### src/pkg/scs_pkg.sv
package scs_pkg;

   // Register byte offsets on the APB side
   localparam logic [7:0] CTRL_OFS = 8'h00;
   localparam logic [7:0] STATUS_OFS = 8'h04;
   localparam logic [7:0] SPREAD_OFS = 8'h08;
   localparam logic [7:0] PROFILE_OFS = 8'h0C;

   // Control field positions and values after reset
   localparam int CTRL_OUT_EN_BIT = 0;
   localparam int CTRL_MOD_EN_BIT = 1;
   localparam logic [1:0] CTRL_RESET = 2'h3;

   // Strap defaults follow the internal pull-ups
   localparam logic [1:0] RATE_STRAP_RESET = 2'h3;
   localparam logic [2:0] MULT_SEL_RESET = 3'h7;
   localparam logic [3:0] SPREAD_CODE_OFF = 4'hF;

   // Strap settle time before the one-time capture
   localparam int CLK_MHZ = 100;
   localparam int STRAP_SETTLE_NS = 1000;
   localparam int STRAP_SETTLE_CYC = (STRAP_SETTLE_NS * CLK_MHZ + 999) / 1000;

   // Modulation profile length in reference periods
   localparam int MOD_DIV_DEFAULT = 512;

   // Deviation unit is 0.125 %, so unity ratio is 800 units
   localparam logic [9:0] RATIO_UNITY = 10'h320;

   typedef enum logic [1:0] {
      SCS_SPREAD_OFF = 2'b00,
      SCS_SPREAD_CENTER = 2'b01,
      SCS_SPREAD_DOWN = 2'b10,
      SCS_SPREAD_ASYM = 2'b11
   } scs_spread_kind_t;

   typedef enum logic [1:0] {
      SCS_ST_SETTLE = 2'b00,
      SCS_ST_LATCH = 2'b01,
      SCS_ST_RUN = 2'b10
   } scs_state_t;

   typedef struct packed {
      scs_spread_kind_t kind;
      logic [4:0] up;
      logic [4:0] dn;
   } scs_spread_cfg_t;

   typedef struct packed {
      logic psel;
      logic penable;
      logic pwrite;
      logic [7:0] paddr;
      logic [31:0] pwdata;
   } scs_apb_req_t;

   typedef struct packed {
      logic [31:0] prdata;
      logic pready;
      logic pslverr;
   } scs_apb_rsp_t;

endpackage : scs_pkg

### src/logic/scs_clock_select.sv
// Contract
// - Multiplier straps form a binary code 000..111 for a factor 1 to 8.
// - Nominal ratio is reference times factor, with spread applied on top.
// - The two rate straps are captured once after power-up and held.
// - After capture the first shared pin drives the crystal output.
// - After capture the second shared pin drives a reference copy.
// - Output enable low floats every clock output; high drives them while control bit 0 is set.
// - Unconnected selection inputs read as one through pull-ups.
// - Spread code 1111 turns modulation off whatever the rate straps.
// - Rate straps 11 with code n below 15 give centre spread 0.125%*(n+1).
// - Straps 10/0011, 01/0111 and 00/1011 give down spread of 1, 2, 3 %.
// - The modulation profile repeats every 512 reference periods.
`timescale 1ns/1ps
`default_nettype none

module scs_clock_select #(
   parameter int MOD_DIV = scs_pkg::MOD_DIV_DEFAULT
) (
   input wire logic ref_clk,
   input wire logic rst_n,
   input wire logic clk_en,
   input wire scs_pkg::scs_apb_req_t apb_req,
   output scs_pkg::scs_apb_rsp_t apb_rsp,
   input wire logic ref_clock_in,
   input wire logic pll_clock_in,
   input wire logic mult_sel_msb,
   input wire logic mult_sel_mid,
   input wire logic mult_sel_lsb,
   input wire logic spread_code_b0,
   input wire logic spread_code_b1,
   input wire logic spread_code_b2,
   input wire logic spread_code_b3,
   input wire logic output_enable,
   input wire logic xtal_drive_strap_pin_i,
   output logic xtal_drive_strap_pin_o,
   output logic xtal_drive_strap_pin_oe,
   input wire logic refout_strap_pin_i,
   output logic refout_strap_pin_o,
   output logic refout_strap_pin_oe,
   output logic synth_clock_out_o,
   output logic synth_clock_out_oe,
   output logic straps_latched,
   output logic [3:0] mult_factor,
   output scs_pkg::scs_spread_cfg_t spread_cfg,
   output logic signed [6:0] spread_dev,
   output logic [15:0] synth_ratio,
   output logic mod_wrap
);
   import scs_pkg::*;

   // Phase counter spans one full profile
   localparam int PH_W = $clog2(MOD_DIV);
   // Shift that scales the half-profile phase up to an 8-bit position
   localparam int TRI_SH = 9 - PH_W;

   // Triangle math assumes a power-of-two profile of at least 4 steps
   if (MOD_DIV < 4 || (1 << PH_W) != MOD_DIV) begin : g_bad_div
      $error("MOD_DIV must be a power of two, 4 or more");
   end

   // A longer profile would need a wider triangle than the 8-bit step
   if (TRI_SH < 0) begin : g_long_div
      $error("MOD_DIV must not exceed 512");
   end

   ////////////////////////////////////////////////////////////////////////
   // Spread selection table
   ////////////////////////////////////////////////////////////////////////

   // Units of 0.125 %; rate straps set a step k of 1..3 off centre
   function automatic scs_spread_cfg_t decode_spread(
      input logic [1:0] rate,
      input logic [3:0] code
   );
      scs_spread_cfg_t cfg;
      logic [4:0] k4;
      logic [4:0] k8;
      cfg = '{kind: SCS_SPREAD_OFF, up: 5'h00, dn: 5'h00};
      k4 = {1'b0, 2'(2'h3 - rate), 2'h0};
      k8 = {2'(2'h3 - rate), 3'h0};
      // Off is tested first so code 1111 wins over every rate
      if (code == SPREAD_CODE_OFF) begin
         cfg.kind = SCS_SPREAD_OFF;
      end else if (rate == RATE_STRAP_RESET) begin
         cfg.kind = SCS_SPREAD_CENTER;
         cfg.up = 5'({1'b0, code} + 5'h01);
         cfg.dn = 5'({1'b0, code} + 5'h01);
      end else if ({1'b0, code} == 5'(k4 - 5'h01)) begin
         cfg.kind = SCS_SPREAD_DOWN;
         cfg.dn = k8;
      end else if ({1'b0, code} >= k4) begin
         cfg.kind = SCS_SPREAD_ASYM;
         cfg.up = 5'({1'b0, code} - k4 + 5'h01);
         cfg.dn = 5'(cfg.up + k8);
      end
      // Unlisted low codes on non-centre straps stay unmodulated
      return cfg;
   endfunction : decode_spread

   ////////////////////////////////////////////////////////////////////////
   // Strap capture sequence
   ////////////////////////////////////////////////////////////////////////

   // Capture sequence state and settle counter
   scs_state_t state_q;
   logic [$clog2(STRAP_SETTLE_CYC + 1)-1:0] settle_q;
   logic [1:0] rate_q;
   logic latched_q;

   // Wait for the pull-ups to settle, then capture once
   always_ff @(posedge ref_clk or negedge rst_n) begin
      if (!rst_n) begin
         state_q <= SCS_ST_SETTLE;
         settle_q <= '0;
      end else if (clk_en) begin
         unique case (state_q)
            SCS_ST_SETTLE: begin
               if (settle_q == ($bits(settle_q))'(STRAP_SETTLE_CYC - 1)) begin
                  state_q <= SCS_ST_LATCH;
               end else begin
                  settle_q <= settle_q + 1'b1;
               end
            end
            SCS_ST_LATCH: begin
               state_q <= SCS_ST_RUN;
            end
            SCS_ST_RUN: begin
               state_q <= SCS_ST_RUN;
            end
            default: begin
               state_q <= SCS_ST_SETTLE;
            end
         endcase
      end
   end

   // Rate straps default high as if pulled up; captured one time only
   always_ff @(posedge ref_clk or negedge rst_n) begin
      if (!rst_n) begin
         rate_q <= RATE_STRAP_RESET;
         latched_q <= 1'b0;
      end else if (clk_en && state_q == SCS_ST_LATCH) begin
         rate_q <= {refout_strap_pin_i, xtal_drive_strap_pin_i};
         latched_q <= 1'b1;
      end
   end

   ////////////////////////////////////////////////////////////////////////
   // Static selection decode
   ////////////////////////////////////////////////////////////////////////

   // Decoded straps, re-sampled each cycle as the pins are static
   logic [3:0] factor_q;
   scs_spread_cfg_t cfg_q;
   logic [1:0] ctrl_q;

   // Straps are static, so a plain register is enough to hold them
   always_ff @(posedge ref_clk or negedge rst_n) begin
      if (!rst_n) begin
         factor_q <= 4'({1'b0, MULT_SEL_RESET} + 4'h1);
         cfg_q <= '{kind: SCS_SPREAD_OFF, up: 5'h00, dn: 5'h00};
      end else if (clk_en) begin
         factor_q <= 4'({1'b0, mult_sel_msb, mult_sel_mid, mult_sel_lsb}
                     + 4'h1);
         cfg_q <= decode_spread(rate_q, {spread_code_b3, spread_code_b2,
                                spread_code_b1, spread_code_b0});
      end
   end

   ////////////////////////////////////////////////////////////////////////
   // Modulation profile
   ////////////////////////////////////////////////////////////////////////

   // Profile phase, deviation and output ratio
   logic ref_q;
   logic [PH_W-1:0] phase_q;
   logic wrap_q;
   logic mod_on;
   logic ref_rise;
   logic [7:0] tri_pos;
   logic [5:0] span;
   logic [13:0] tri_prod;
   logic signed [6:0] dev_d;
   logic signed [6:0] dev_q;
   logic [15:0] ratio_q;

   // Needs captured straps, the enable bit and a real spread kind
   assign mod_on = latched_q && ctrl_q[CTRL_MOD_EN_BIT]
                   && cfg_q.kind != SCS_SPREAD_OFF;
   // Reference is sampled, so only its rising edge steps the profile
   assign ref_rise = ref_clock_in && !ref_q;

   // Step once per reference period; wrap marks a profile repeat
   always_ff @(posedge ref_clk or negedge rst_n) begin
      if (!rst_n) begin
         ref_q <= 1'b0;
         phase_q <= '0;
         wrap_q <= 1'b0;
      end else if (clk_en) begin
         ref_q <= ref_clock_in;
         wrap_q <= 1'b0;
         if (!mod_on) begin
            phase_q <= '0;
         end else if (ref_rise) begin
            phase_q <= phase_q + 1'b1;
            wrap_q <= &phase_q;
         end
      end
   end

   // Triangle from -dn up to +up over one half, back over the other
   always_comb begin
      tri_pos = phase_q[PH_W-1] ? ~8'(phase_q[PH_W-2:0] << TRI_SH)
                                : 8'(phase_q[PH_W-2:0] << TRI_SH);
      span = 6'({1'b0, cfg_q.up} + {1'b0, cfg_q.dn});
      tri_prod = 14'(tri_pos * span);
      dev_d = 7'(signed'({1'b0, tri_prod[13:8]}))
              - 7'(signed'({2'b00, cfg_q.dn}));
      if (!mod_on) begin
         dev_d = 7'sh00;
      end
   end

   // Ratio in 1/800 of the reference: factor times (1 + deviation)
   always_ff @(posedge ref_clk or negedge rst_n) begin
      if (!rst_n) begin
         dev_q <= 7'sh00;
         ratio_q <= 16'h0000;
      end else if (clk_en) begin
         dev_q <= dev_d;
         ratio_q <= 16'(factor_q * 10'(RATIO_UNITY + 10'(dev_d)));
      end
   end

   ////////////////////////////////////////////////////////////////////////
   // Clock output pins
   ////////////////////////////////////////////////////////////////////////

   logic drive_en;
   logic xo_q;
   logic xo_oe_q;
   logic ro_q;
   logic ro_oe_q;
   logic so_q;
   logic so_oe_q;

   // Pin enable and register enable both gate the drivers
   assign drive_en = output_enable && ctrl_q[CTRL_OUT_EN_BIT];

   // Shared pins stay inputs until capture so the straps read cleanly
   always_ff @(posedge ref_clk or negedge rst_n) begin
      if (!rst_n) begin
         xo_q <= 1'b0;
         xo_oe_q <= 1'b0;
         ro_q <= 1'b0;
         ro_oe_q <= 1'b0;
         so_q <= 1'b0;
         so_oe_q <= 1'b0;
      end else if (clk_en) begin
         xo_q <= !ref_clock_in;
         xo_oe_q <= latched_q && drive_en;
         ro_q <= ref_clock_in;
         ro_oe_q <= latched_q && drive_en;
         so_q <= pll_clock_in;
         so_oe_q <= drive_en;
      end
   end

   ////////////////////////////////////////////////////////////////////////
   // APB slave, one wait state per access
   ////////////////////////////////////////////////////////////////////////

   // Bus slave state
   logic access;
   logic [31:0] rdata_d;
   logic err_d;
   scs_apb_rsp_t rsp_q;

   // Access phase of a transfer
   assign access = apb_req.psel && apb_req.penable;

   // Read mux; an unmapped offset answers zero with an error
   always_comb begin
      rdata_d = 32'h0000_0000;
      err_d = 1'b0;
      unique case (apb_req.paddr)
         CTRL_OFS: rdata_d = {30'h0, ctrl_q};
         STATUS_OFS: rdata_d = {20'h0, cfg_q.kind, rate_q, factor_q,
                                1'b0, 2'(state_q), latched_q};
         SPREAD_OFS: rdata_d = {9'h0, dev_q, 6'h0, cfg_q.dn,
                                cfg_q.up};
         PROFILE_OFS: rdata_d = {ratio_q, 16'(phase_q)};
         default: err_d = 1'b1;
      endcase
   end

   // Answer registered; pready drops again after each completion
   always_ff @(posedge ref_clk or negedge rst_n) begin
      if (!rst_n) begin
         rsp_q <= '{prdata: 32'h0000_0000, pready: 1'b0, pslverr: 1'b0};
      end else if (clk_en) begin
         if (access && !rsp_q.pready) begin
            rsp_q.pready <= 1'b1;
            rsp_q.pslverr <= err_d;
            rsp_q.prdata <= apb_req.pwrite ? 32'h0000_0000 : rdata_d;
         end else begin
            rsp_q.pready <= 1'b0;
            rsp_q.pslverr <= 1'b0;
         end
      end
   end

   // Writes land on the edge where the master sees pready high
   always_ff @(posedge ref_clk or negedge rst_n) begin
      if (!rst_n) begin
         ctrl_q <= CTRL_RESET;
      end else if (clk_en && access && rsp_q.pready && apb_req.pwrite
                   && apb_req.paddr == CTRL_OFS) begin
         ctrl_q <= apb_req.pwdata[1:0];
      end
   end

   ////////////////////////////////////////////////////////////////////////
   // Output assignments
   ////////////////////////////////////////////////////////////////////////

   // Every output below is a flip-flop, never a gate
   assign apb_rsp = rsp_q;
   assign xtal_drive_strap_pin_o = xo_q;
   assign xtal_drive_strap_pin_oe = xo_oe_q;
   assign refout_strap_pin_o = ro_q;
   assign refout_strap_pin_oe = ro_oe_q;
   assign synth_clock_out_o = so_q;
   assign synth_clock_out_oe = so_oe_q;
   assign straps_latched = latched_q;
   assign mult_factor = factor_q;
   assign spread_cfg = cfg_q;
   assign spread_dev = dev_q;
   assign synth_ratio = ratio_q;
   assign mod_wrap = wrap_q;

endmodule : scs_clock_select
`default_nettype wire

### config.mk
export PLATFORM = sky130hd
export DESIGN_NAME = scs_clock_select
export DESIGN_NICKNAME = d
export VERILOG_FILES = /design/src/pkg/scs_pkg.sv /design/src/logic/scs_clock_select.sv
export SDC_FILE = /design/constraint.sdc
export NUM_CORES = 1
export LEC_CHECK = 0
export BUFFER_PORTS_ARGS = -buffer_cell sky130_fd_sc_hd__buf_2
export CELL_PAD_IN_SITES_DETAIL_PLACEMENT = 1
export CELL_PAD_IN_SITES_GLOBAL_PLACEMENT = 1
export CORE_MARGIN = 2
export CORE_UTILIZATION = 43
export DETAILED_ROUTE_END_ITERATION = 8
export PLACE_DENSITY = 0.81
export SYNTH_ARGS = -nofsm -noshare
export SYNTH_HDL_FRONTEND = slang
export SYNTH_SLANG_ARGS = --single-unit
### constraint.sdc
create_clock -name ref_clk -period 10.1 [get_ports ref_clk]
set_input_delay 1.01 -clock ref_clk [delete_from_list [all_inputs] [get_ports ref_clk]]
set_output_delay 1.01 -clock ref_clk [all_outputs]
set_load 0.02 [all_outputs]
==> results.rst, run 1 <==
.. list-table::
   :header-rows: 1

   * - Metric
     - Value
   * - Run status
     - finished, final reports clean
   * - # nets final
     - 986
   * - Synthesized-area fraction occupied by adder cells
     - between 20% and 30%
   * - Minimum clock period
     - 9420 ps
   * - Class of the most critical hold timing path
     - reg2reg
   * - Logic depth of the worst path, buffers included
     - 35
   * - R2r startpoint
     - spread_cfg[7]
   * - Pins Over Slew Limit
     - 0
   * - Crit. End Element
     - flop
   * - CTS root buffer
     - sky130_fd_sc_hd__clkbuf_16
   * - H-tree depth reported by CTS
     - 3
   * - Num CTS Buffers
     - 9
   * - Global-route wire length before repair
     - 32.0 mm
   * - Prevailing post-synth register cell
     - sky130_fd_sc_hd__dfrtp_1
   * - Largest net degree at the start of global routing
     - 70
   * - Register bit count reported by yosys
     - 91
   * - Iteration count of the initial detailed-routing pass
     - 4
   * - DIE AREA
     - 17600 um^2
   * - Total via count after detailed routing
     - 5646
   * - Number of hold-slack violations in the final timing report
     - 0
   * - Reg2Reg Setup Slack
     - 680 ps
   * - Required arrival time at the worst endpoint
     - 10320 ps
   * - Total global routing overflow
     - 0
   * - Yosys warning total
     - 0
   * - Via count of the first global-routing pass
     - roughly 6100
   * - Detail-routed via count per cell
     - approximately 5.4
   * - Number of buffers inserted for hold repair after clock tree synthesis
     - 0
   * - Clock latency reported for the late side of the worst-skew pair
     - ~340 ps
   * - Max-cap violations
     - 0
   * - Total I/O pin count
     - 139
   * - Min-delay src
     - apb_rsp[12]
   * - Crit start category
     - flop
   * - Proportion of layout cells with a drive suffix above 1
     - between 10% and 20%
   * - Worst max-slew margin expressed relative to the limit
     - 41.6%
   * - Met1 Usage GRT
     - around 28%
   * - Compound-cell area share of the yosys netlist
     - between 10% and 20%
   * - Count of fill cells added during filler insertion
     - 1851
   * - Sum of negative setup slack
     - 0 ps
   * - Setup Crit Path Kind
     - reg2reg
   * - Initial core utilization
     - 44.4%
   * - Total GRT Usage
     - 22.6%
   * - DRC violations left
     - 0
   * - Post-placement cell count
     - slightly above 1000
   * - Static leakage
     - 4.08 nW
   * - Clock-pin slew of the registers on the worst-case setup and hold paths
     - 70 ps
   * - Multiplexer fraction of the synthesized cell area
     - 5.71%
   * - Synthesized instance count
     - 740
   * - GR peak layer
     - met2
   * - Number of buffers added for setup after CTS
     - 0
   * - Synthesized-area fraction occupied by and/or/nand/nor cells
     - 14.7%
   * - Max Clock Skew
     - 9.15 ps
   * - Count of final setup violators
     - 0
   * - Met3 layer usage reported by global route
     - around 3.6%
   * - Top cell by count, worst path
     - sky130_fd_sc_hd__fa_1
   * - Final RePlAce weighted congestion
     - 0.844
   * - # clock sinks
     - 91
   * - Share of synthesized area occupied by flip-flops and latches
     - between 30% and 40%
   * - Final cell count without fillers
     - 1050
   * - Floorplan core area
     - between 15000 and 20000 um^2
   * - Number of rows created at floorplan
     - between 40 and 50
   * - Routed Wire Length
     - roughly 19 mm
   * - Critical path data arrival time
     - 9640 ps
   * - Initial antenna violation count
     - 2
   * - Die extent in x
     - ~130 um
   * - Met2 GRT Util
     - about two fifths
   * - Number of antenna-violating nets in the routed design
     - 0
   * - Slew at the pin closest to its max-slew limit
     - 876 ps
   * - Post-Synth XOR/XNOR Area
     - 5.78%
   * - Achievable Freq
     - around 110 MHz
   * - Maximum vdd drop
     - between 0.08 and 0.09 mV
   * - Post-synthesis cell area
     - roughly 7100 um^2
   * - RSZ-0062 raised after global routing
     - false
   * - Quantity of gates resized following cts
     - 0
   * - Count of buffers inserted at the top-level ports
     - 100
   * - Main combinational cell family by area after synthesis
     - adder cells
   * - Critical Path Source
     - spread_cfg[7]
   * - Share of flip-flops with an asynchronous set or reset
     - 100%
   * - Count of cell types in the netlist
     - 65
   * - Post-synth EDFFs
     - 0
   * - Critical path's largest stage delay
     - 560 ps
   * - Worst R2R Path Depth
     - 35
   * - Initial detailed-routing violation count
     - 230
   * - Hold-critical path depth
     - 2
   * - Highest fanout seen on the critical path
     - 8
   * - Buffering stage count on the worst path with inverters included
     - 5
   * - Dpl hpwl
     - 14.7 mm
   * - Crit path max-delay cell type
     - sky130_fd_sc_hd__fa_1
   * - TritonCTS clock tree
     - done
   * - Family with the most delay on the worst path
     - adder cells
   * - Die H
     - ~130 um
   * - Post-synthesis to final-layout area growth
     - 13.7%
   * - Routed len/inst
     - 18.3 um
   * - Synthesized area divided by synthesized cell count
     - 9.60 um^2
   * - Worst-case clock buffer depth
     - 2
   * - Power Dens Cells
     - 162 nW/um^2
   * - Final critical-path share of the clock period
     - 93.3%
[layer usage]
metal | vias to the layer above | routed length (um)
met3 | 19 | 711
li1 | 2652 | -
met5 | - | 0
met4 | 0 | 282
met1 | 2872 | 8200
met2 | 103 | 9980
[path summary, 6_finish.rpt]
check	endpoint
max	synth_ratio[12]
min	apb_rsp[12]
max reg2reg	synth_ratio[12]
min reg2reg	apb_rsp[12]
max in group asynchronous	apb_rsp[28]
min in group asynchronous	spread_cfg[11]
[cells in the final DEF (no fill, tap or decap), types with 3 or more instances in the layout]
cell type	synthesis	layout
sky130_fd_sc_hd__a21o_1	10	10
sky130_fd_sc_hd__mux2i_1	9	9
sky130_fd_sc_hd__dfstp_2	5	5
sky130_fd_sc_hd__nor3_1	7	7
sky130_fd_sc_hd__clkbuf_16	0	9
sky130_fd_sc_hd__nor2b_1	13	13
sky130_fd_sc_hd__o21ai_0	40	40
sky130_fd_sc_hd__nand3_1	10	10
sky130_fd_sc_hd__dfrtp_1	86	86
sky130_fd_sc_hd__xnor2_1	29	29
sky130_fd_sc_hd__conb_1	1	8
sky130_fd_sc_hd__buf_4	12	6
sky130_fd_sc_hd__nand4_1	10	10
sky130_fd_sc_hd__inv_1	83	83
sky130_fd_sc_hd__nand2_1	59	59
sky130_fd_sc_hd__buf_2	0	99
sky130_fd_sc_hd__nor4_1	4	4
sky130_fd_sc_hd__xor2_1	16	16
sky130_fd_sc_hd__o22ai_1	4	4
sky130_fd_sc_hd__a22o_1	8	8
sky130_fd_sc_hd__nand2b_1	11	11
sky130_fd_sc_hd__and3_1	5	5
sky130_fd_sc_hd__nor2_1	61	61
sky130_fd_sc_hd__a31oi_1	4	4
sky130_fd_sc_hd__o21a_1	3	3
sky130_fd_sc_hd__ha_1	65	65
sky130_fd_sc_hd__a211oi_1	6	6
sky130_fd_sc_hd__a22oi_1	6	6
sky130_fd_sc_hd__o2bb2ai_1	4	4
sky130_fd_sc_hd__o31ai_1	8	8
sky130_fd_sc_hd__mux2_2	24	24
sky130_fd_sc_hd__a21oi_1	17	17
sky130_fd_sc_hd__and2_1	20	20
sky130_fd_sc_hd__or2_2	4	4
sky130_fd_sc_hd__fa_1	36	36
[flip-flops by register name, summed over array words and instances, names as in the netlist]
signal / cells
synth_clock_out_o: 1
phase_q: 9
straps_latched: 1
xtal_drive_strap_pin_o: 1
spread_dev: 7
spread_cfg: 9
apb_rsp: 28
refout_strap_pin_oe: 1
mod_wrap: 1
rate_q: 2
synth_ratio: 14
mult_factor: 4
ctrl_q: 2
refout_strap_pin_o: 1
synth_clock_out_oe: 1
settle_q: 7
state_q: 2
[cell type report]
class / count / area [um^2] / area share [%]
clock inverter: 6 / 96.3 / 1.19
antenna: 2 / 5.00 / 0.0620
tap: 216 / 270 / 3.35
inverter: 84 / 315 / 3.91
timing repair buffer: 105 / 541 / 6.69
multi-input combinational: 536 / 4330 / 53.7
clock buffer: 10 / 229 / 2.84
sequential: 91 / 2280 / 28.3
[cell usage after synthesis, types with 3 or more instances]
cell type                   number  area, um^2
sky130_fd_sc_hd__a211oi_1        6        45.0
sky130_fd_sc_hd__a21o_1         10        75.1
sky130_fd_sc_hd__a21oi_1        17        85.1
sky130_fd_sc_hd__a22o_1          8        70.1
sky130_fd_sc_hd__a22oi_1         6        45.0
sky130_fd_sc_hd__a31oi_1         4        25.0
sky130_fd_sc_hd__and2_1         20         125
sky130_fd_sc_hd__and3_1          5        31.3
sky130_fd_sc_hd__buf_1           6        22.5
sky130_fd_sc_hd__buf_4          12        90.1
sky130_fd_sc_hd__clkbuf_1       16        60.1
sky130_fd_sc_hd__dfrtp_1        86        2150
sky130_fd_sc_hd__dfstp_2         5         131
sky130_fd_sc_hd__fa_1           36         721
sky130_fd_sc_hd__ha_1           65         813
sky130_fd_sc_hd__inv_1          83         312
sky130_fd_sc_hd__mux2_2         24         270
sky130_fd_sc_hd__mux2i_1         9        90.1
sky130_fd_sc_hd__nand2_1        59         221
sky130_fd_sc_hd__nand2b_1       11        68.8
sky130_fd_sc_hd__nand3_1        10        50.1
sky130_fd_sc_hd__nand4_1        10        62.6
sky130_fd_sc_hd__nor2_1         61         229
sky130_fd_sc_hd__nor2b_1        13        81.3
sky130_fd_sc_hd__nor3_1          7        35.0
sky130_fd_sc_hd__nor4_1          4        25.0
sky130_fd_sc_hd__o21a_1          3        22.5
sky130_fd_sc_hd__o21ai_0        40         200
sky130_fd_sc_hd__o22ai_1         4        25.0
sky130_fd_sc_hd__o2bb2ai_1       4        35.0
sky130_fd_sc_hd__o31ai_1         8        60.1
sky130_fd_sc_hd__or2_2           4        25.0
sky130_fd_sc_hd__xnor2_1        29         254
sky130_fd_sc_hd__xor2_1         16         140
[tightest hold or removal path, stage by stage, from the launching register on]
cell and delay [ps]:
sky130_fd_sc_hd__dfrtp_1 340, sky130_fd_sc_hd__nand2_1 40, sky130_fd_sc_hd__o21ai_0 60
[logic make-up after synthesis]
family / Yosys count
fa+ha+maj: 101
simple gates: 214
compound gates: 132
mux: 35
xor+xnor: 46
flops: 91
buf+inv: 120
other cells: 1
[report_power, final]
group	switching, mW	internal, mW	total, mW	leakage [nW]
clock	0.150	0.221	0.371	0.156
combinational	0.273	0.184	0.457	2.74
sequential	0.0690	0.415	0.484	1.19
total	0.492	0.820	1.31	4.08
[metrics by stage]
step	area (um^2)	utilization, %	power (mW)	hold slack [ps]	setup WS, ps
floorplan	7130	-	0.793	442	1420
global placement	7740	48.4	0.928	458	1020
detailed placement	7740	48.4	0.946	466	726
CTS	8070	50.4	1.32	486	683
global route	8070	50.5	1.39	516	172
finish	8070	50.5	1.31	477	678
No activity file was read; power rests on OpenSTA's default activity.
==> run 2, diff against run 1 <==
- GPL_TIMING_DRIVEN: default -> 0
==> results.rst, run 2 (synthesized netlist as in run 1, its figures left out) <==
.. list-table::
   :header-rows: 1

   * - Metric
     - Value
   * - R2r startpoint
     - spread_cfg[7]
   * - Register area
     - around 2300 um^2
   * - Highest fanout seen on the critical path
     - 8
   * - Routed len/inst
     - 18.9 um
   * - Count of buffers inserted at the top-level ports
     - 100
   * - Crit. End Element
     - flop
   * - Class of the most critical hold timing path
     - reg2reg
   * - # clock sinks
     - 91
   * - Crit path max-delay cell type
     - sky130_fd_sc_hd__or4_4
   * - DRC violations left
     - 0
   * - Max-cap violations
     - 0
   * - DIE AREA
     - 17600 um^2
   * - Worst max-slew margin expressed relative to the limit
     - a little over 40%
   * - Iteration count of the initial detailed-routing pass
     - 5
   * - Clock-pin slew of the registers on the worst-case setup and hold paths
     - approximately 70 ps
   * - Final setup margin
     - 635 ps
   * - Pins Over Slew Limit
     - 0
   * - CTS root buffer
     - sky130_fd_sc_hd__clkbuf_16
   * - Largest net degree at the start of global routing
     - 52
   * - Reg2Reg Setup Slack
     - around 640 ps
   * - Initial core utilization
     - 44.4%
   * - Total via count after detailed routing
     - about 5900
   * - Min-delay src
     - apb_rsp[10]
   * - Power Dens Cells
     - 162 nW/um^2
   * - Multi-input combinational cell area
     - 4350 um^2
   * - Worst-case clock buffer depth
     - 2
   * - Initial detailed-routing violation count
     - between 300 and 400
   * - Maximum vdd drop
     - between 0.1 and 0.15 mV
   * - Number of antenna repair diodes
     - 0
   * - Clock latency reported for the late side of the worst-skew pair
     - 350 ps
   * - Post-synthesis to final-layout area growth
     - 16.5%
   * - Initial antenna violation count
     - 0
   * - Global-route wire length before repair
     - 33.4 mm
   * - Worst R2R Path Depth
     - 34
   * - Via count of the first global-routing pass
     - 6395
   * - R2R Path End
     - synth_ratio[9]
   * - Sum of negative setup slack
     - 0 ps
   * - Detail-routed via count per cell
     - about 5.4
   * - Achievable Freq
     - ~110 MHz
   * - Crit start category
     - flop
   * - Required arrival time at the worst endpoint
     - 10340 ps
   * - End point of the worst hold path
     - apb_rsp[10]
   * - TritonCTS clock tree
     - done
   * - Highest-count cells in the layout ignoring fill and taps
     - sky130_fd_sc_hd__buf_2 (99), sky130_fd_sc_hd__dfrtp_1 (86), sky130_fd_sc_hd__inv_1 (83)
   * - Die H
     - 133 um
   * - Flip-flop count of the largest register after layout
     - 28
   * - Number of buffers added for setup after CTS
     - 0
   * - Total global routing overflow
     - 0
   * - Run status
     - finished, final reports clean
   * - Total I/O pin count
     - 139
   * - Final critical-path share of the clock period
     - 93.7%
   * - Static leakage
     - 4.18 nW
   * - # nets final
     - 1018
   * - Post-placement setup slack
     - 464 ps
   * - Max Clock Skew
     - 6.18 ps
   * - Total GRT Usage
     - around 24%
   * - Final RePlAce weighted congestion
     - ~0.86
   * - Floorplan core area
     - 16000 um^2
   * - Count of final setup violators
     - 0
   * - Proportion of layout cells with a drive suffix above 1
     - 20.7%
   * - Top cell by count, worst path
     - sky130_fd_sc_hd__fa_1
   * - Critical path's largest stage delay
     - 560 ps
   * - Slew at the pin closest to its max-slew limit
     - 870 ps
   * - Hold-critical path depth
     - 2
   * - Critical path data arrival time
     - 9700 ps
   * - Setup Crit Path Kind
     - reg2reg
   * - Count of fill cells added during filler insertion
     - 1913
   * - Power consumption
     - 1.34 mW
   * - RSZ-0062 raised after global routing
     - false
   * - Die extent in x
     - between 100 and 150 um
   * - Num CTS Buffers
     - 9
   * - Minimum clock period
     - around 9500 ps
   * - Number of antenna-violating nets in the routed design
     - 0
   * - Routed Wire Length
     - 20.4 mm
   * - Dpl hpwl
     - between 15 and 20 mm
   * - H-tree depth reported by CTS
     - 3
   * - Number of hold-slack violations in the final timing report
     - 0
   * - Most common cell after layout, fill and taps aside
     - sky130_fd_sc_hd__buf_2
   * - Number of rows created at floorplan
     - 46
run 2: cell types whose count changed in the layout (fill, tap and decap cells not counted):
cell                         previous run  this run
sky130_fd_sc_hd__buf_1                  0         6
sky130_fd_sc_hd__clkbuf_1               1        16
sky130_fd_sc_hd__xnor2_2                1         2
sky130_fd_sc_hd__clkinvlp_4             1         2
sky130_fd_sc_hd__a21oi_1               17        16
sky130_fd_sc_hd__buf_4                  6        13
sky130_fd_sc_hd__buf_6                  0         2
sky130_fd_sc_hd__clkbuf_8               0         1
sky130_fd_sc_hd__a21oi_2                0         1
sky130_fd_sc_hd__buf_16                 0         1
sky130_fd_sc_hd__diode_2                2         0
sky130_fd_sc_hd__inv_6                  2         1
sky130_fd_sc_hd__xnor2_1               29        28
run 2: critical path: cells and delay by family (launching register included):
kind | cells | cell delay, ps
AO/OA/AOI/OAI | 8 | 1860
XOR/XNOR | 3 | 730
adder cells (fa/ha/maj) | 10 | 4390
buffers and inverters | 4 | 200
flip-flops | 1 | 500
multiplexers | 1 | 260
AND/OR/NAND/NOR | 8 | 1370
run 2: worst max path at each step:
stage	startpoint	endpoint
global placement	spread_cfg[8]	synth_ratio[12]
CTS	spread_cfg[7]	synth_ratio[12]
finish	spread_cfg[7]	synth_ratio[9]
global route	spread_cfg[7]	synth_ratio[11]
detailed placement	spread_cfg[7]	synth_ratio[12]
floorplan	spread_cfg[3]	synth_ratio[12]
run 2: per-stage QoR:
stage               cell area (um^2)  utilization [%]  instances  hold slack, ps
finish                          8270             51.7       1080             479
global route                    8270             51.7       1080             500
CTS                             8260             51.6       1080             476
detailed placement              7930             49.6       1064             462
global placement                7900             49.4       1063             457
floorplan                       7130                -        747             442
run 2: layout make-up:
cell class,instances,area share [%]
clock buffer,10,2.89
inverter,84,3.81
tap,216,3.27
multi-input combinational,536,52.5
timing repair buffer,101,6.41
clock inverter,6,1.15
sequential,91,27.6
buffer,36,2.36
run 2: repair_timing:
item,4_1_cts,5_1_grt
resized for setup,0,2
hold buffers,0,0
endpoints found under the setup margin,0,5
run 2: layer usage:
metal	wire (um)	track usage, %	vias to the layer above
met5	0	0	-
met4	408	6.63	0
met3	829	4.44	29
met2	10400	41.7	132
met1	8740	30.8	2998
li1	-	-	2718
run 2: power breakdown:
group	switching (mW)	internal, mW	total, mW
combinational	0.283	0.189	0.472
clock	0.155	0.226	0.381
sequential	0.0683	0.415	0.484
